==> config.mk <==
export PLATFORM = sky130hd
export DESIGN_NAME = msr_bank
export DESIGN_NICKNAME = d
export VERILOG_FILES = /design/src/verilog/msr_pkg.sv /design/src/verilog/msr_if.sv /design/src/verilog/msr_bank.sv /design/src/verilog/msr_status_word.sv /design/src/verilog/msr_ctrl_word.sv
export SDC_FILE = /design/constraint.sdc
export NUM_CORES = 1
export LEC_CHECK = 0
export ABC_AREA = 0
export BUFFER_PORTS_ARGS = -buffer_cell sky130_fd_sc_hd__buf_2
export CORE_MARGIN = 2
export CORE_UTILIZATION = 50
export CTS_CLUSTER_SIZE = 8
export DETAILED_ROUTE_END_ITERATION = 7
export GPL_ROUTABILITY_DRIVEN = 1
export GPL_TIMING_DRIVEN = 0
export PLACE_DENSITY = 0.8
export SYNTH_ARGS = -nofsm -noshare
export SYNTH_HDL_FRONTEND = slang
export SYNTH_SLANG_ARGS = --single-unit
export TNS_END_PERCENT = 20
==> constraint.sdc <==
create_clock -name aclk -period 4.7 [get_ports aclk]
set_clock_uncertainty 0.1 [all_clocks]
set_input_delay 0.94 -clock aclk [delete_from_list [all_inputs] [get_ports aclk]]
set_output_delay 0.94 -clock aclk [all_outputs]
set_load 0.01 [all_outputs]
==> src/verilog/msr_pkg.sv <==
/*
 motor status register bank: shared constants, field layout and types.
 assumes the bank sits on an AXI4-Lite bus with 10-bit byte addresses.
*/
// Contract
// - volt magnitude in algorithm word bits 31-16
// - algorithm word at E4h, zero after reset
// - parameter word at E6h, zero, bits 7-0 reserved
// - parameter bits 31-24 give winding resistance
// - parameter bits 23-16 give back-emf constant
// - parameter bits 15-8 give winding inductance
// - measurement word at E8h, bits 23-0 reserved
// - measurement bit 31 is resistance step status
// - measurement bit 30 is inductance step status
// - measurement bit 29 is back-emf step status
// - measurement bit 28 is mechanical step status
// - measurement bits 27-24 give recommended frequency code
// - control word at EAh, resets to zero
package msr_pkg;
   localparam int ADDR_W = 10;
   // printed offsets are word indices; byte address is index times four
   localparam logic [7:0] IDX_ALGO = 8'he4;
   localparam logic [7:0] IDX_PARAM = 8'he6;
   localparam logic [7:0] IDX_MEAS = 8'he8;
   localparam logic [7:0] IDX_CTRL = 8'hea;
   localparam logic [31:0] RST_WORD = 32'h0000_0000;
   // full-scale code of the voltage magnitude (percent = code*100/32767)
   localparam logic [15:0] VOLT_FULL_SCALE = 16'h7fff;
   localparam int VOLT_LSB = 16;
   localparam int RES_LSB = 24;
   localparam int BEMF_LSB = 16;
   localparam int IND_LSB = 8;
   localparam int R_STEP_BIT = 31;
   localparam int L_STEP_BIT = 30;
   localparam int KE_STEP_BIT = 29;
   localparam int MECH_STEP_BIT = 28;
   localparam int FREQ_LSB = 24;
   localparam logic [31:0] ALGO_MASK = 32'hffff_0000;
   localparam logic [31:0] PARAM_MASK = 32'hffff_ff00;
   localparam logic [31:0] MEAS_MASK = 32'hff00_0000;
   // control word fields
   localparam int EE_WR_BIT = 31;
   localparam int EE_RD_BIT = 30;
   localparam int CLR_FLT_BIT = 29;
   localparam int CLR_RETRY_BIT = 28;
   localparam int KEY_LSB = 20;
   localparam int ANGLE_LSB = 11;
   localparam int TICKLE_BIT = 10;
   localparam logic [31:0] CTRL_STORE_MASK = 32'hcfff_fc00;
   localparam logic [31:0] CTRL_RD_MASK = 32'hc000_0400;
   localparam logic [1:0] RESP_OKAY = 2'h0;
   localparam logic [1:0] RESP_SLVERR = 2'h2;
   typedef enum logic {WR_ACCEPT, WR_RESP} msr_wr_state_t;
endpackage : msr_pkg

==> src/verilog/msr_if.sv <==
/*
 carriers between the bank top and its word modules.
 assumes both ends share aclk; no timing of their own.
*/
interface msr_upd_if;
   logic we;
   logic [31:0] value;
   modport src (output we, output value);
   modport dst (input we, input value);
endinterface : msr_upd_if

interface msr_wr_if;
   logic we;
   logic [31:0] data;
   logic [3:0] strb;
   modport src (output we, output data, output strb);
   modport dst (input we, input data, input strb);
endinterface : msr_wr_if

==> src/verilog/msr_bank.sv <==
/*
 motor status register bank top: AXI4-Lite slave, three read-only status
 words loaded by the motor core, and the device control word.
 assumes a single clock aclk and a synchronous active-low reset.
*/
// Chosen here: the AXI4-Lite slave port.
module msr_bank (
   input wire logic aclk,
   input wire logic aresetn,
   input wire logic [msr_pkg::ADDR_W-1:0] s_axi_awaddr,
   input wire logic [2:0] s_axi_awprot,
   input wire logic s_axi_awvalid,
   output logic s_axi_awready,
   input wire logic [31:0] s_axi_wdata,
   input wire logic [3:0] s_axi_wstrb,
   input wire logic s_axi_wvalid,
   output logic s_axi_wready,
   output logic [1:0] s_axi_bresp,
   output logic s_axi_bvalid,
   input wire logic s_axi_bready,
   input wire logic [msr_pkg::ADDR_W-1:0] s_axi_araddr,
   input wire logic [2:0] s_axi_arprot,
   input wire logic s_axi_arvalid,
   output logic s_axi_arready,
   output logic [31:0] s_axi_rdata,
   output logic [1:0] s_axi_rresp,
   output logic s_axi_rvalid,
   input wire logic s_axi_rready,
   input wire logic output_voltage_magnitude_we,
   input wire logic [15:0] output_voltage_magnitude,
   input wire logic param_we,
   input wire logic [7:0] measured_resistance,
   input wire logic [7:0] measured_back_emf_constant,
   input wire logic [7:0] measured_inductance,
   input wire logic meas_we,
   input wire logic resistance_step_status,
   input wire logic inductance_step_status,
   input wire logic back_emf_step_status,
   input wire logic mechanical_step_status,
   input wire logic [3:0] recommended_switching_frequency,
   input wire logic eeprom_done,
   input wire logic tickle_ack,
   output logic eeprom_write_request,
   output logic eeprom_read_request,
   output logic clear_faults,
   output logic clear_retry_count,
   output logic [7:0] eeprom_access_key,
   output logic [8:0] forced_align_angle,
   output logic watchdog_tickle
);
   ////////////////////////////////////////////////////////////////////////
   // status words

   logic [31:0] algo_word;
   logic [31:0] param_word;
   logic [31:0] meas_word;
   logic [31:0] ctrl_word;

   msr_upd_if algo_upd ();
   msr_upd_if param_upd ();
   msr_upd_if meas_upd ();
   msr_wr_if ctrl_wr ();

   assign algo_upd.we = output_voltage_magnitude_we;
   assign algo_upd.value = {output_voltage_magnitude, 16'h0000};
   assign param_upd.we = param_we;
   assign param_upd.value = {measured_resistance,
                             measured_back_emf_constant,
                             measured_inductance,
                             8'h00};
   assign meas_upd.we = meas_we;
   assign meas_upd.value = {resistance_step_status,
                            inductance_step_status,
                            back_emf_step_status,
                            mechanical_step_status,
                            recommended_switching_frequency,
                            24'h00_0000};

   msr_status_word #(.MASK(msr_pkg::ALGO_MASK)) u_algo (
      .aclk(aclk),
      .aresetn(aresetn),
      .upd(algo_upd.dst),
      .word(algo_word)
   );

   msr_status_word #(.MASK(msr_pkg::PARAM_MASK)) u_param (
      .aclk(aclk),
      .aresetn(aresetn),
      .upd(param_upd.dst),
      .word(param_word)
   );

   msr_status_word #(.MASK(msr_pkg::MEAS_MASK)) u_meas (
      .aclk(aclk),
      .aresetn(aresetn),
      .upd(meas_upd.dst),
      .word(meas_word)
   );

   ////////////////////////////////////////////////////////////////////////
   // write channel: address and data taken in either order

   msr_pkg::msr_wr_state_t wr_state;
   logic aw_held;
   logic w_held;
   logic [7:0] aw_idx;
   logic [31:0] w_data;
   logic [3:0] w_strb;
   logic do_write;
   logic wr_mapped;

   assign s_axi_awready = !aw_held && (wr_state == msr_pkg::WR_ACCEPT);
   assign s_axi_wready = !w_held && (wr_state == msr_pkg::WR_ACCEPT);
   assign s_axi_bvalid = (wr_state == msr_pkg::WR_RESP);
   assign do_write = aw_held && w_held && (wr_state == msr_pkg::WR_ACCEPT);
   assign wr_mapped = (aw_idx == msr_pkg::IDX_ALGO) || (aw_idx == msr_pkg::IDX_PARAM) ||
                      (aw_idx == msr_pkg::IDX_MEAS) || (aw_idx == msr_pkg::IDX_CTRL);

   always_ff @(posedge aclk) begin
      if (!aresetn) begin
         aw_held <= 1'b0;
         aw_idx <= 8'h00;
      end else if (s_axi_awvalid && s_axi_awready) begin
         aw_held <= 1'b1;
         aw_idx <= s_axi_awaddr[msr_pkg::ADDR_W-1:2];
      end else if (do_write) begin
         aw_held <= 1'b0;
      end
   end

   always_ff @(posedge aclk) begin
      if (!aresetn) begin
         w_held <= 1'b0;
         w_data <= 32'h0000_0000;
         w_strb <= 4'h0;
      end else if (s_axi_wvalid && s_axi_wready) begin
         w_held <= 1'b1;
         w_data <= s_axi_wdata;
         w_strb <= s_axi_wstrb;
      end else if (do_write) begin
         w_held <= 1'b0;
      end
   end

   always_ff @(posedge aclk) begin
      if (!aresetn) begin
         wr_state <= msr_pkg::WR_ACCEPT;
      end else begin
         case (wr_state)
            msr_pkg::WR_ACCEPT: begin
               if (do_write) begin
                  wr_state <= msr_pkg::WR_RESP;
               end
            end
            msr_pkg::WR_RESP: begin
               if (s_axi_bready) begin
                  wr_state <= msr_pkg::WR_ACCEPT;
               end
            end
            default: begin
               wr_state <= msr_pkg::WR_ACCEPT;
            end
         endcase
      end
   end

   // unallocated offsets answer with an error and change nothing
   always_ff @(posedge aclk) begin
      if (!aresetn) begin
         s_axi_bresp <= msr_pkg::RESP_OKAY;
      end else if (do_write) begin
         s_axi_bresp <= wr_mapped ? msr_pkg::RESP_OKAY : msr_pkg::RESP_SLVERR;
      end
   end

   // only the control word listens; status writes are acknowledged and dropped
   assign ctrl_wr.we = do_write && (aw_idx == msr_pkg::IDX_CTRL);
   assign ctrl_wr.data = w_data;
   assign ctrl_wr.strb = w_strb;

   msr_ctrl_word u_ctrl (
      .aclk(aclk),
      .aresetn(aresetn),
      .wr(ctrl_wr.dst),
      .eeprom_done(eeprom_done),
      .tickle_ack(tickle_ack),
      .word(ctrl_word),
      .clear_faults(clear_faults),
      .clear_retry_count(clear_retry_count)
   );

   assign eeprom_write_request = ctrl_word[msr_pkg::EE_WR_BIT];
   assign eeprom_read_request = ctrl_word[msr_pkg::EE_RD_BIT];
   assign eeprom_access_key = ctrl_word[msr_pkg::KEY_LSB +: 8];
   assign forced_align_angle = ctrl_word[msr_pkg::ANGLE_LSB +: 9];
   assign watchdog_tickle = ctrl_word[msr_pkg::TICKLE_BIT];

   ////////////////////////////////////////////////////////////////////////
   // read channel: one cycle from address to data

   logic [7:0] ar_idx;
   logic [31:0] next_rdata;
   logic [1:0] next_rresp;

   assign s_axi_arready = !s_axi_rvalid;
   assign ar_idx = s_axi_araddr[msr_pkg::ADDR_W-1:2];

   always_comb begin
      next_rresp = msr_pkg::RESP_OKAY;
      case (ar_idx)
         msr_pkg::IDX_ALGO: next_rdata = algo_word;
         msr_pkg::IDX_PARAM: next_rdata = param_word;
         msr_pkg::IDX_MEAS: next_rdata = meas_word;
         // write-only control fields read back as zero
         msr_pkg::IDX_CTRL: next_rdata = ctrl_word & msr_pkg::CTRL_RD_MASK;
         default: begin
            next_rdata = 32'h0000_0000;
            next_rresp = msr_pkg::RESP_SLVERR;
         end
      endcase
   end

   always_ff @(posedge aclk) begin
      if (!aresetn) begin
         s_axi_rvalid <= 1'b0;
      end else if (s_axi_arvalid && s_axi_arready) begin
         s_axi_rvalid <= 1'b1;
      end else if (s_axi_rready) begin
         s_axi_rvalid <= 1'b0;
      end
   end

   always_ff @(posedge aclk) begin
      if (!aresetn) begin
         s_axi_rdata <= 32'h0000_0000;
         s_axi_rresp <= msr_pkg::RESP_OKAY;
      end else if (s_axi_arvalid && s_axi_arready) begin
         s_axi_rdata <= next_rdata;
         s_axi_rresp <= next_rresp;
      end
   end

   ////////////////////////////////////////////////////////////////////////
   // checks

   property p_volt_update;
      @(posedge aclk) disable iff (!aresetn)
         output_voltage_magnitude_we |=> algo_word[msr_pkg::VOLT_LSB +: 16] == $past(output_voltage_magnitude);
   endproperty
   a_volt_update: assert property (p_volt_update)
      else $error("voltage magnitude not loaded");

   property p_algo_reset;
      @(posedge aclk) disable iff (!aresetn)
         $rose(aresetn) |-> algo_word == msr_pkg::RST_WORD;
   endproperty
   a_algo_reset: assert property (p_algo_reset)
      else $error("algorithm word not zero after reset");

   property p_param_reserved;
      @(posedge aclk) disable iff (!aresetn) param_word[7:0] == 8'h00;
   endproperty
   a_param_reserved: assert property (p_param_reserved)
      else $error("parameter reserved byte not zero");

   property p_res_field;
      @(posedge aclk) disable iff (!aresetn)
         param_we |=> param_word[msr_pkg::RES_LSB +: 8] == $past(measured_resistance);
   endproperty
   a_res_field: assert property (p_res_field)
      else $error("resistance field wrong");

   property p_bemf_field;
      @(posedge aclk) disable iff (!aresetn)
         param_we |=> param_word[msr_pkg::BEMF_LSB +: 8] == $past(measured_back_emf_constant);
   endproperty
   a_bemf_field: assert property (p_bemf_field)
      else $error("back-emf field wrong");

   property p_ind_field;
      @(posedge aclk) disable iff (!aresetn)
         param_we |=> param_word[msr_pkg::IND_LSB +: 8] == $past(measured_inductance);
   endproperty
   a_ind_field: assert property (p_ind_field)
      else $error("inductance field wrong");

   property p_meas_reserved;
      @(posedge aclk) disable iff (!aresetn) meas_word[23:0] == 24'h00_0000;
   endproperty
   a_meas_reserved: assert property (p_meas_reserved)
      else $error("measurement reserved bits not zero");

   property p_r_step;
      @(posedge aclk) disable iff (!aresetn)
         meas_we |=> meas_word[msr_pkg::R_STEP_BIT] == $past(resistance_step_status);
   endproperty
   a_r_step: assert property (p_r_step)
      else $error("resistance step bit wrong");

   property p_l_step;
      @(posedge aclk) disable iff (!aresetn)
         meas_we |=> meas_word[msr_pkg::L_STEP_BIT] == $past(inductance_step_status);
   endproperty
   a_l_step: assert property (p_l_step)
      else $error("inductance step bit wrong");

   property p_ke_step;
      @(posedge aclk) disable iff (!aresetn)
         meas_we |=> meas_word[msr_pkg::KE_STEP_BIT] == $past(back_emf_step_status);
   endproperty
   a_ke_step: assert property (p_ke_step)
      else $error("back-emf step bit wrong");

   property p_mech_step;
      @(posedge aclk) disable iff (!aresetn)
         meas_we |=> meas_word[msr_pkg::MECH_STEP_BIT] == $past(mechanical_step_status);
   endproperty
   a_mech_step: assert property (p_mech_step)
      else $error("mechanical step bit wrong");

   property p_freq_code;
      @(posedge aclk) disable iff (!aresetn)
         meas_we ##1 !meas_we [*2] |-> meas_word[msr_pkg::FREQ_LSB +: 4]
            == $past(recommended_switching_frequency, 2);
   endproperty
   a_freq_code: assert property (p_freq_code)
      else $error("frequency code not held");

   property p_ctrl_reset;
      @(posedge aclk) disable iff (!aresetn)
         $rose(aresetn) |-> ctrl_word == msr_pkg::RST_WORD;
   endproperty
   a_ctrl_reset: assert property (p_ctrl_reset)
      else $error("control word not zero after reset");

   property p_status_write_ignored;
      @(posedge aclk) disable iff (!aresetn)
         do_write && (aw_idx == msr_pkg::IDX_ALGO) && !output_voltage_magnitude_we |=> $stable(algo_word);
   endproperty
   a_status_write_ignored: assert property (p_status_write_ignored)
      else $error("bus write changed a status word");

   property p_read_latency;
      @(posedge aclk) disable iff (!aresetn)
         s_axi_arvalid && s_axi_arready |=> s_axi_rvalid ##0
            (s_axi_rresp == msr_pkg::RESP_SLVERR) == ($past(ar_idx) != msr_pkg::IDX_ALGO &&
            $past(ar_idx) != msr_pkg::IDX_PARAM && $past(ar_idx) != msr_pkg::IDX_MEAS &&
            $past(ar_idx) != msr_pkg::IDX_CTRL);
   endproperty
   a_read_latency: assert property (p_read_latency)
      else $error("read answer late or wrong response");

   property p_write_resp;
      @(posedge aclk) disable iff (!aresetn) do_write |=> s_axi_bvalid;
   endproperty
   a_write_resp: assert property (p_write_resp)
      else $error("write response missing");
endmodule : msr_bank

==> src/verilog/msr_status_word.sv <==
/*
 one read-only status word, loaded by the motor core only.
 assumes the bus never reaches it; MASK clears reserved bits.
*/
module msr_status_word #(
   parameter logic [31:0] MASK = 32'hffff_ffff
) (
   input wire logic aclk,
   input wire logic aresetn,
   msr_upd_if.dst upd,
   output logic [31:0] word
);
   always_ff @(posedge aclk) begin
      if (!aresetn) begin
         word <= msr_pkg::RST_WORD;
      end else if (upd.we) begin
         word <= upd.value & MASK;
      end
   end

   property p_reserved_zero;
      @(posedge aclk) disable iff (!aresetn) (word & ~MASK) == 32'h0000_0000;
   endproperty
   a_reserved_zero: assert property (p_reserved_zero)
      else $error("reserved status bits not zero");
endmodule : msr_status_word

==> src/verilog/msr_ctrl_word.sv <==
/*
 device control word: stored bits, self-clearing command pulses.
 assumes the core acknowledges eeprom and watchdog requests by pulses.
*/
module msr_ctrl_word (
   input wire logic aclk,
   input wire logic aresetn,
   msr_wr_if.dst wr,
   input wire logic eeprom_done,
   input wire logic tickle_ack,
   output logic [31:0] word,
   output logic clear_faults,
   output logic clear_retry_count
);
   logic [31:0] byte_mask;
   logic [31:0] next_word;

   always_comb begin
      byte_mask = {{8{wr.strb[3]}}, {8{wr.strb[2]}}, {8{wr.strb[1]}}, {8{wr.strb[0]}}};
      next_word = word;
      // core clears first so a write in the same cycle wins
      if (eeprom_done) begin
         next_word[msr_pkg::EE_WR_BIT] = 1'b0;
         next_word[msr_pkg::EE_RD_BIT] = 1'b0;
      end
      if (tickle_ack) begin
         next_word[msr_pkg::TICKLE_BIT] = 1'b0;
      end
      if (wr.we) begin
         next_word = (next_word & ~byte_mask) | (wr.data & byte_mask);
      end
      next_word = next_word & msr_pkg::CTRL_STORE_MASK;
   end

   always_ff @(posedge aclk) begin
      if (!aresetn) begin
         word <= msr_pkg::RST_WORD;
      end else begin
         word <= next_word;
      end
   end

   // command bits are never stored, only pulsed for one cycle
   always_ff @(posedge aclk) begin
      if (!aresetn) begin
         clear_faults <= 1'b0;
         clear_retry_count <= 1'b0;
      end else begin
         clear_faults <= wr.we && wr.strb[3] && wr.data[msr_pkg::CLR_FLT_BIT];
         clear_retry_count <= wr.we && wr.strb[3] && wr.data[msr_pkg::CLR_RETRY_BIT];
      end
   end

   property p_clear_pulse;
      @(posedge aclk) disable iff (!aresetn) clear_faults |=> !clear_faults [*1];
   endproperty
   a_clear_pulse: assert property (p_clear_pulse)
      else $error("clear fault pulse longer than one cycle");
endmodule : msr_ctrl_word

# Word level (Yosys, flattened, before mapping)
# Index checks and enable logic that the tools add are counted.
[totals]
register_bits = 166
wordCells = 66
output_inout_bits = 63
inputBits = 122
[classes]
n_bitwise = 5
n_eq_ne = 8
n_mux = 14
reduce_logical = 21
[op_table]
columns = ["op", "count"]
rows = [
  ["$pmux 32 s4", 1],
  ["$and 32x32->32", 2],
  ["$eq 8x8->1 const B", 8],
  ["$mux 32", 1],
  ["$not 32->32", 1],
  ["$or 32x32->32", 1],
  ["$logic_and 1x1->1", 11],
  ["$mux 1", 8],
  ["$mux 2", 3],
  ["$reduce_bool 2->1", 3],
  ["$reduce_or 4->1", 1],
  ["$logic_not 1->1", 3],
  ["$logic_or 1x1->1", 3],
  ["$pmux 1 s2", 1],
  ["$not 1->1", 1],
]

# Longest topological paths before layout
[depth]
ltp_word = 5
depth_mapped = 6
ltp_nobuf = 3

# Hierarchy
# A second synthesis with hierarchy kept.
[unflattened]
hier_cells = 733
area_unflattened_um2 = 6890.4
[by_module_without_submodules]
columns = ["module", "seq_area_each_um2", "n_inst", "area_per_inst_um2", "cells_per_inst"]
rows = [
  ["msr_bank", 1641.6, 1, 3702.3, 422],
  ["msr_status_word at u_param", 480.5, 1, 993.5, 86],
  ["msr_ctrl_word", 440.4, 1, 969.7, 107],
  ["msr_status_word at u_algo", 320.3, 1, 739.5, 68],
  ["msr_status_word at u_meas", 160.2, 1, 485.5, 50],
]

# Least setup slack after synthesis
# OpenSTA, ideal clock, no wires.
[synth_path]
path_kind = "input port to flip-flop"
from = "input s_axi_araddr[5] (netlist name)"
to = "register s_axi_rdata[11]"
stages = 6
path_buffers = 3
path_slack_ns = 2.558
arrival_ns = 1.925
required_time_ns = 4.483
setup_time_ns = 0.117
cell_sequence = "buf_2 and3b_1 clkbuf_1 and4_1 buf_2 a22o_1"
[synth_via]
elab_chain_cells = 2
elab_cells_between_ends = 5
cone_classes = "eq/ne (4); mux (1)"
[synth_lines]
columns = ["element", "line", "rtl"]
rows = [
  ["start, declared", "msr_bank.sv:21", "input wire logic [msr_pkg::ADDR_W-1:0] s_axi_araddr,"],
  ["$eq 8x8->1", "msr_bank.sv:210", "case (ar_idx)"],
  ["$pmux 32 s4 (*)", "msr_bank.sv:210", ""],
  ["end signal, assigned", "msr_bank.sv:238", "s_axi_rdata <= next_rdata;"],
  ["end, declared", "msr_bank.sv:25", "output logic [31:0] s_axi_rdata,"],
]
# Every way passes the cells marked *; elsewhere a longest branch is shown, timed or not.
# A chain may end at the register's enable or synchronous reset.

# Worst setup path after layout
[layout_path]
from = "register w_held"
to = "output s_axi_wready"
[layout_via]
elab_chain_cells = 2
[layout_lines]
columns = ["element", "line", "rtl"]
rows = [
  ["start, declared", "msr_bank.sv:105", "logic w_held;"],
  ["start signal, assigned", "msr_bank.sv:133", "w_held <= 1'b0;"],
  ["start signal, assigned", "msr_bank.sv:137", "w_held <= 1'b1;"],
  ["start signal, assigned", "msr_bank.sv:141", "w_held <= 1'b0;"],
  ["$logic_not 1->1", "msr_bank.sv:113", "assign s_axi_wready = !w_held && (wr_state == msr_pkg::WR_ACCEPT);"],
  ["$logic_and 1x1->1", "msr_bank.sv:113", ""],
  ["end, declared", "msr_bank.sv:17", "output logic s_axi_wready,"],
]
# No other way between the ends.

==> results.md <==
- Clock-pin slew on the worst setup and hold paths: 60 ps
- Slew @ Worst Pin: 819 ps
- CP arrival: 1230 ps
- Synth top area share: 50.7%
- Pwr Density: 411 nW/um2
- Outcome: complete, no violations
- GRT Overall Usage: 24.9%
- Crit Path Category: flop to output port
- Reg2Reg Setup Slack: 2810 ps
- CP Launch Type: flop
- # IOs: 185
- Cells after Synth: 535
- Placer congestion estimate: 0.802
- Worst Path Max Fanout: 6
- Dominant cell type by area after synthesis: dfxtp_1
- Leading cell type in the layout, fill and taps excluded: buf_2
- Fmax: 0.440 GHz
- CTS H-tree depth: 4
- Largest net degree at the start of global routing: 17
- Post-CTS Setup Repair Bufs: 0
- Final Slew Violations: 0
- Initial DRC count: 199
- Hold Path Class: flop to flop
- Avg Cell Area, Syn: 9.82 um2
- Slew HR: 45.0%
- IO Port Bufs: 148
- Area of the die: 11300 um2
- Number of flops mapped to enable cells by yosys: 0
- Clk Tree Root Cell: clkbuf_8
- Share of cells above drive strength 1: 28.7%
- Antenna violations before repair: 1
- CTS resizes: 0
- Clock Latency Late Sink: 530 ps
- Filler Cell Count: 848
- Routed wire per std cell: 16.0 um
- Worst r2r src: s_axi_bvalid$_SDFF_PN0_
- Tot Pwr: 2.80 mW
- Final Hold Violating Endpoints: 0
- R2r worst-path depth: 4
- Starting Density: 51.1%
- RSZ-0062 raised after global routing: false
- Area of the core: 10300 um2
- First-pass GRT wire length: 21900 um
- HP Start: ctrl_wr.data[28]$_SDFFE_PN0P_
- Max cap viols: 0
- Drt first pass iters: 5
- Post-synthesis async set-or-reset flop share: 0%
- Synth Register Bits: 133
- Hold endpoint: ctrl_wr.data[28]$_SDFFE_PN0P_
- Tcrit/Tclk final: 48.3%
- Final core occ: 66.3%
- CTS tree: yes
- Post-synthesis cell type count: 41
- Top post-synthesis cells by area: dfxtp_1 51%, mux2i_1 17%, nand2_1 6.4%, nor2_1 4.4%, a21oi_1 2.7%
- Pleak: 3.13 nW
- Remaining DRCs: 0
- Clock tree buffer depth: 2
- Critical path data required time: 3660 ps
- CTS sink cnt: 133
- Area delta synth->final: 29.6%
- Hold buffers post-CTS: 0
- Post-DRT Antenna Nets: 0
- Setup violators final: 0
- Peak supply drop: 0.000206 V
- Fin Setup TNS: 0 ps
- Num CTS Buffers: 17
- Commonest cells after routing, fill and taps aside: 157 x buf_2, 133 x dfxtp_1, 89 x nand2_1
- Top FF cell, synth: dfxtp_1
- Critical path endpoint category: output port
- Nets: 833
- Die height: 107 um
- WHS Path Cells: 2
- Gr ovfl total: 0
- Via density: 5.24
- Post-route minimum period: 2270 ps
- Total number of vias: 4510
- Mapped Area: 5260 um2
- Seq/Total Area, Yosys: 50.7%
- Synth Warn #: 0
- Detailed Place HPWL: 9910 um
- Final wirelength: 13800 um
- Vias in the first global route: 4487
- Rows: 37
- Die width: 107 um
## metal layers
layer / track usage [%] / routed length [um]
met5: 0 / 0
met4: 10.0 / 287
met3: 6.56 / 936
met2: 41.0 / 6680
met1: 31.0 / 5870
## critical path, cell delays in order (launching register included)
cell     delay [ps]
dfxtp_1         470
nor2_1           90
buf_2           150
## cell families (layout without fill, tap and decap cells)
family | after synthesis | after routing | synth area share, %
compound gates | 64 | 64 | 8.26
xor+xnor | 2 | 2 | 0.333
buf+inv | 51 | 231 | 4.74
flops | 133 | 133 | 50.7
mux | 88 | 88 | 16.8
other cells | 1 | 11 | 0.0714
simple gates | 196 | 196 | 19.2
## cell usage after synthesis, types with 2 or more instances
cell type and instances:
o2bb2ai_1 15, a21oi_1 28, nor4bb_1 12, buf_4 10, clkbuf_1 25, o21ai_0 2
a211oi_1 7, nand4b_1 3, nand2b_1 3, inv_1 3, and3b_1 3, nand2_1 89
mux2i_1 88, nor2b_1 4, o22ai_1 2, nor2_1 62, nand4_1 2, nor3b_1 2
and3_1 3, a22o_1 9, nor4_4 3, buf_2 9, dfxtp_1 133
## final cells by class
type / count / area, um2 / area share [%]
timing repair buffer: 148 / 741 / 10.9
buffer: 47 / 234 / 3.43
antenna: 1 / 2.50 / 0.0367
multi-input combinational: 360 / 2380 / 34.9
inverter: 4 / 15.0 / 0.220
sequential: 133 / 2660 / 39.1
clock buffer: 17 / 414 / 6.08
clock inverter: 15 / 195 / 2.87
tap: 136 / 170 / 2.50
## report_power, final
group          internal, mW  switching [mW]  leakage, nW  total (mW)
clock network         0.825           0.533        0.303        1.36
logic                 0.107           0.131         1.74       0.237
registers              1.18          0.0320         1.09        1.21
total                  2.11           0.696         3.13        2.80
## worst max path at each step
stage | depth (start not counted) | slack (ps) | end | startpoint
6_report | 2 | 2430 | s_axi_wready | w_held$_SDFFE_PN0P_
5_1_grt | 2 | 2380 | s_axi_wready | w_held$_SDFFE_PN0P_
4_1_cts | 2 | 2420 | s_axi_wready | w_held$_SDFFE_PN0P_
3_5_place_dp | 5 | 2220 | s_axi_rdata[15]$_SDFFE_PN0P_ | aresetn
3_3_place_gp | 5 | 2250 | s_axi_rdata[14]$_SDFFE_PN0P_ | aresetn
2_1_floorplan | 6 | 2560 | s_axi_rdata[11]$_SDFFE_PN0P_ | s_axi_araddr[5]
## through the flow
step / hold WS [ps] / worst slack [ps] / area (um2) / cells
final: 355 / 2430 / 6810 / 861
after global routing: 373 / 2380 / 6810 / 861
after CTS: 353 / 2420 / 6810 / 860
after detailed placement: 344 / 2220 / 6200 / 828
after global placement: 338 / 2250 / 6200 / 828
after floorplan: 332 / 2560 / 5290 / 544
Note: power is estimated with default switching activity, not from simulation.
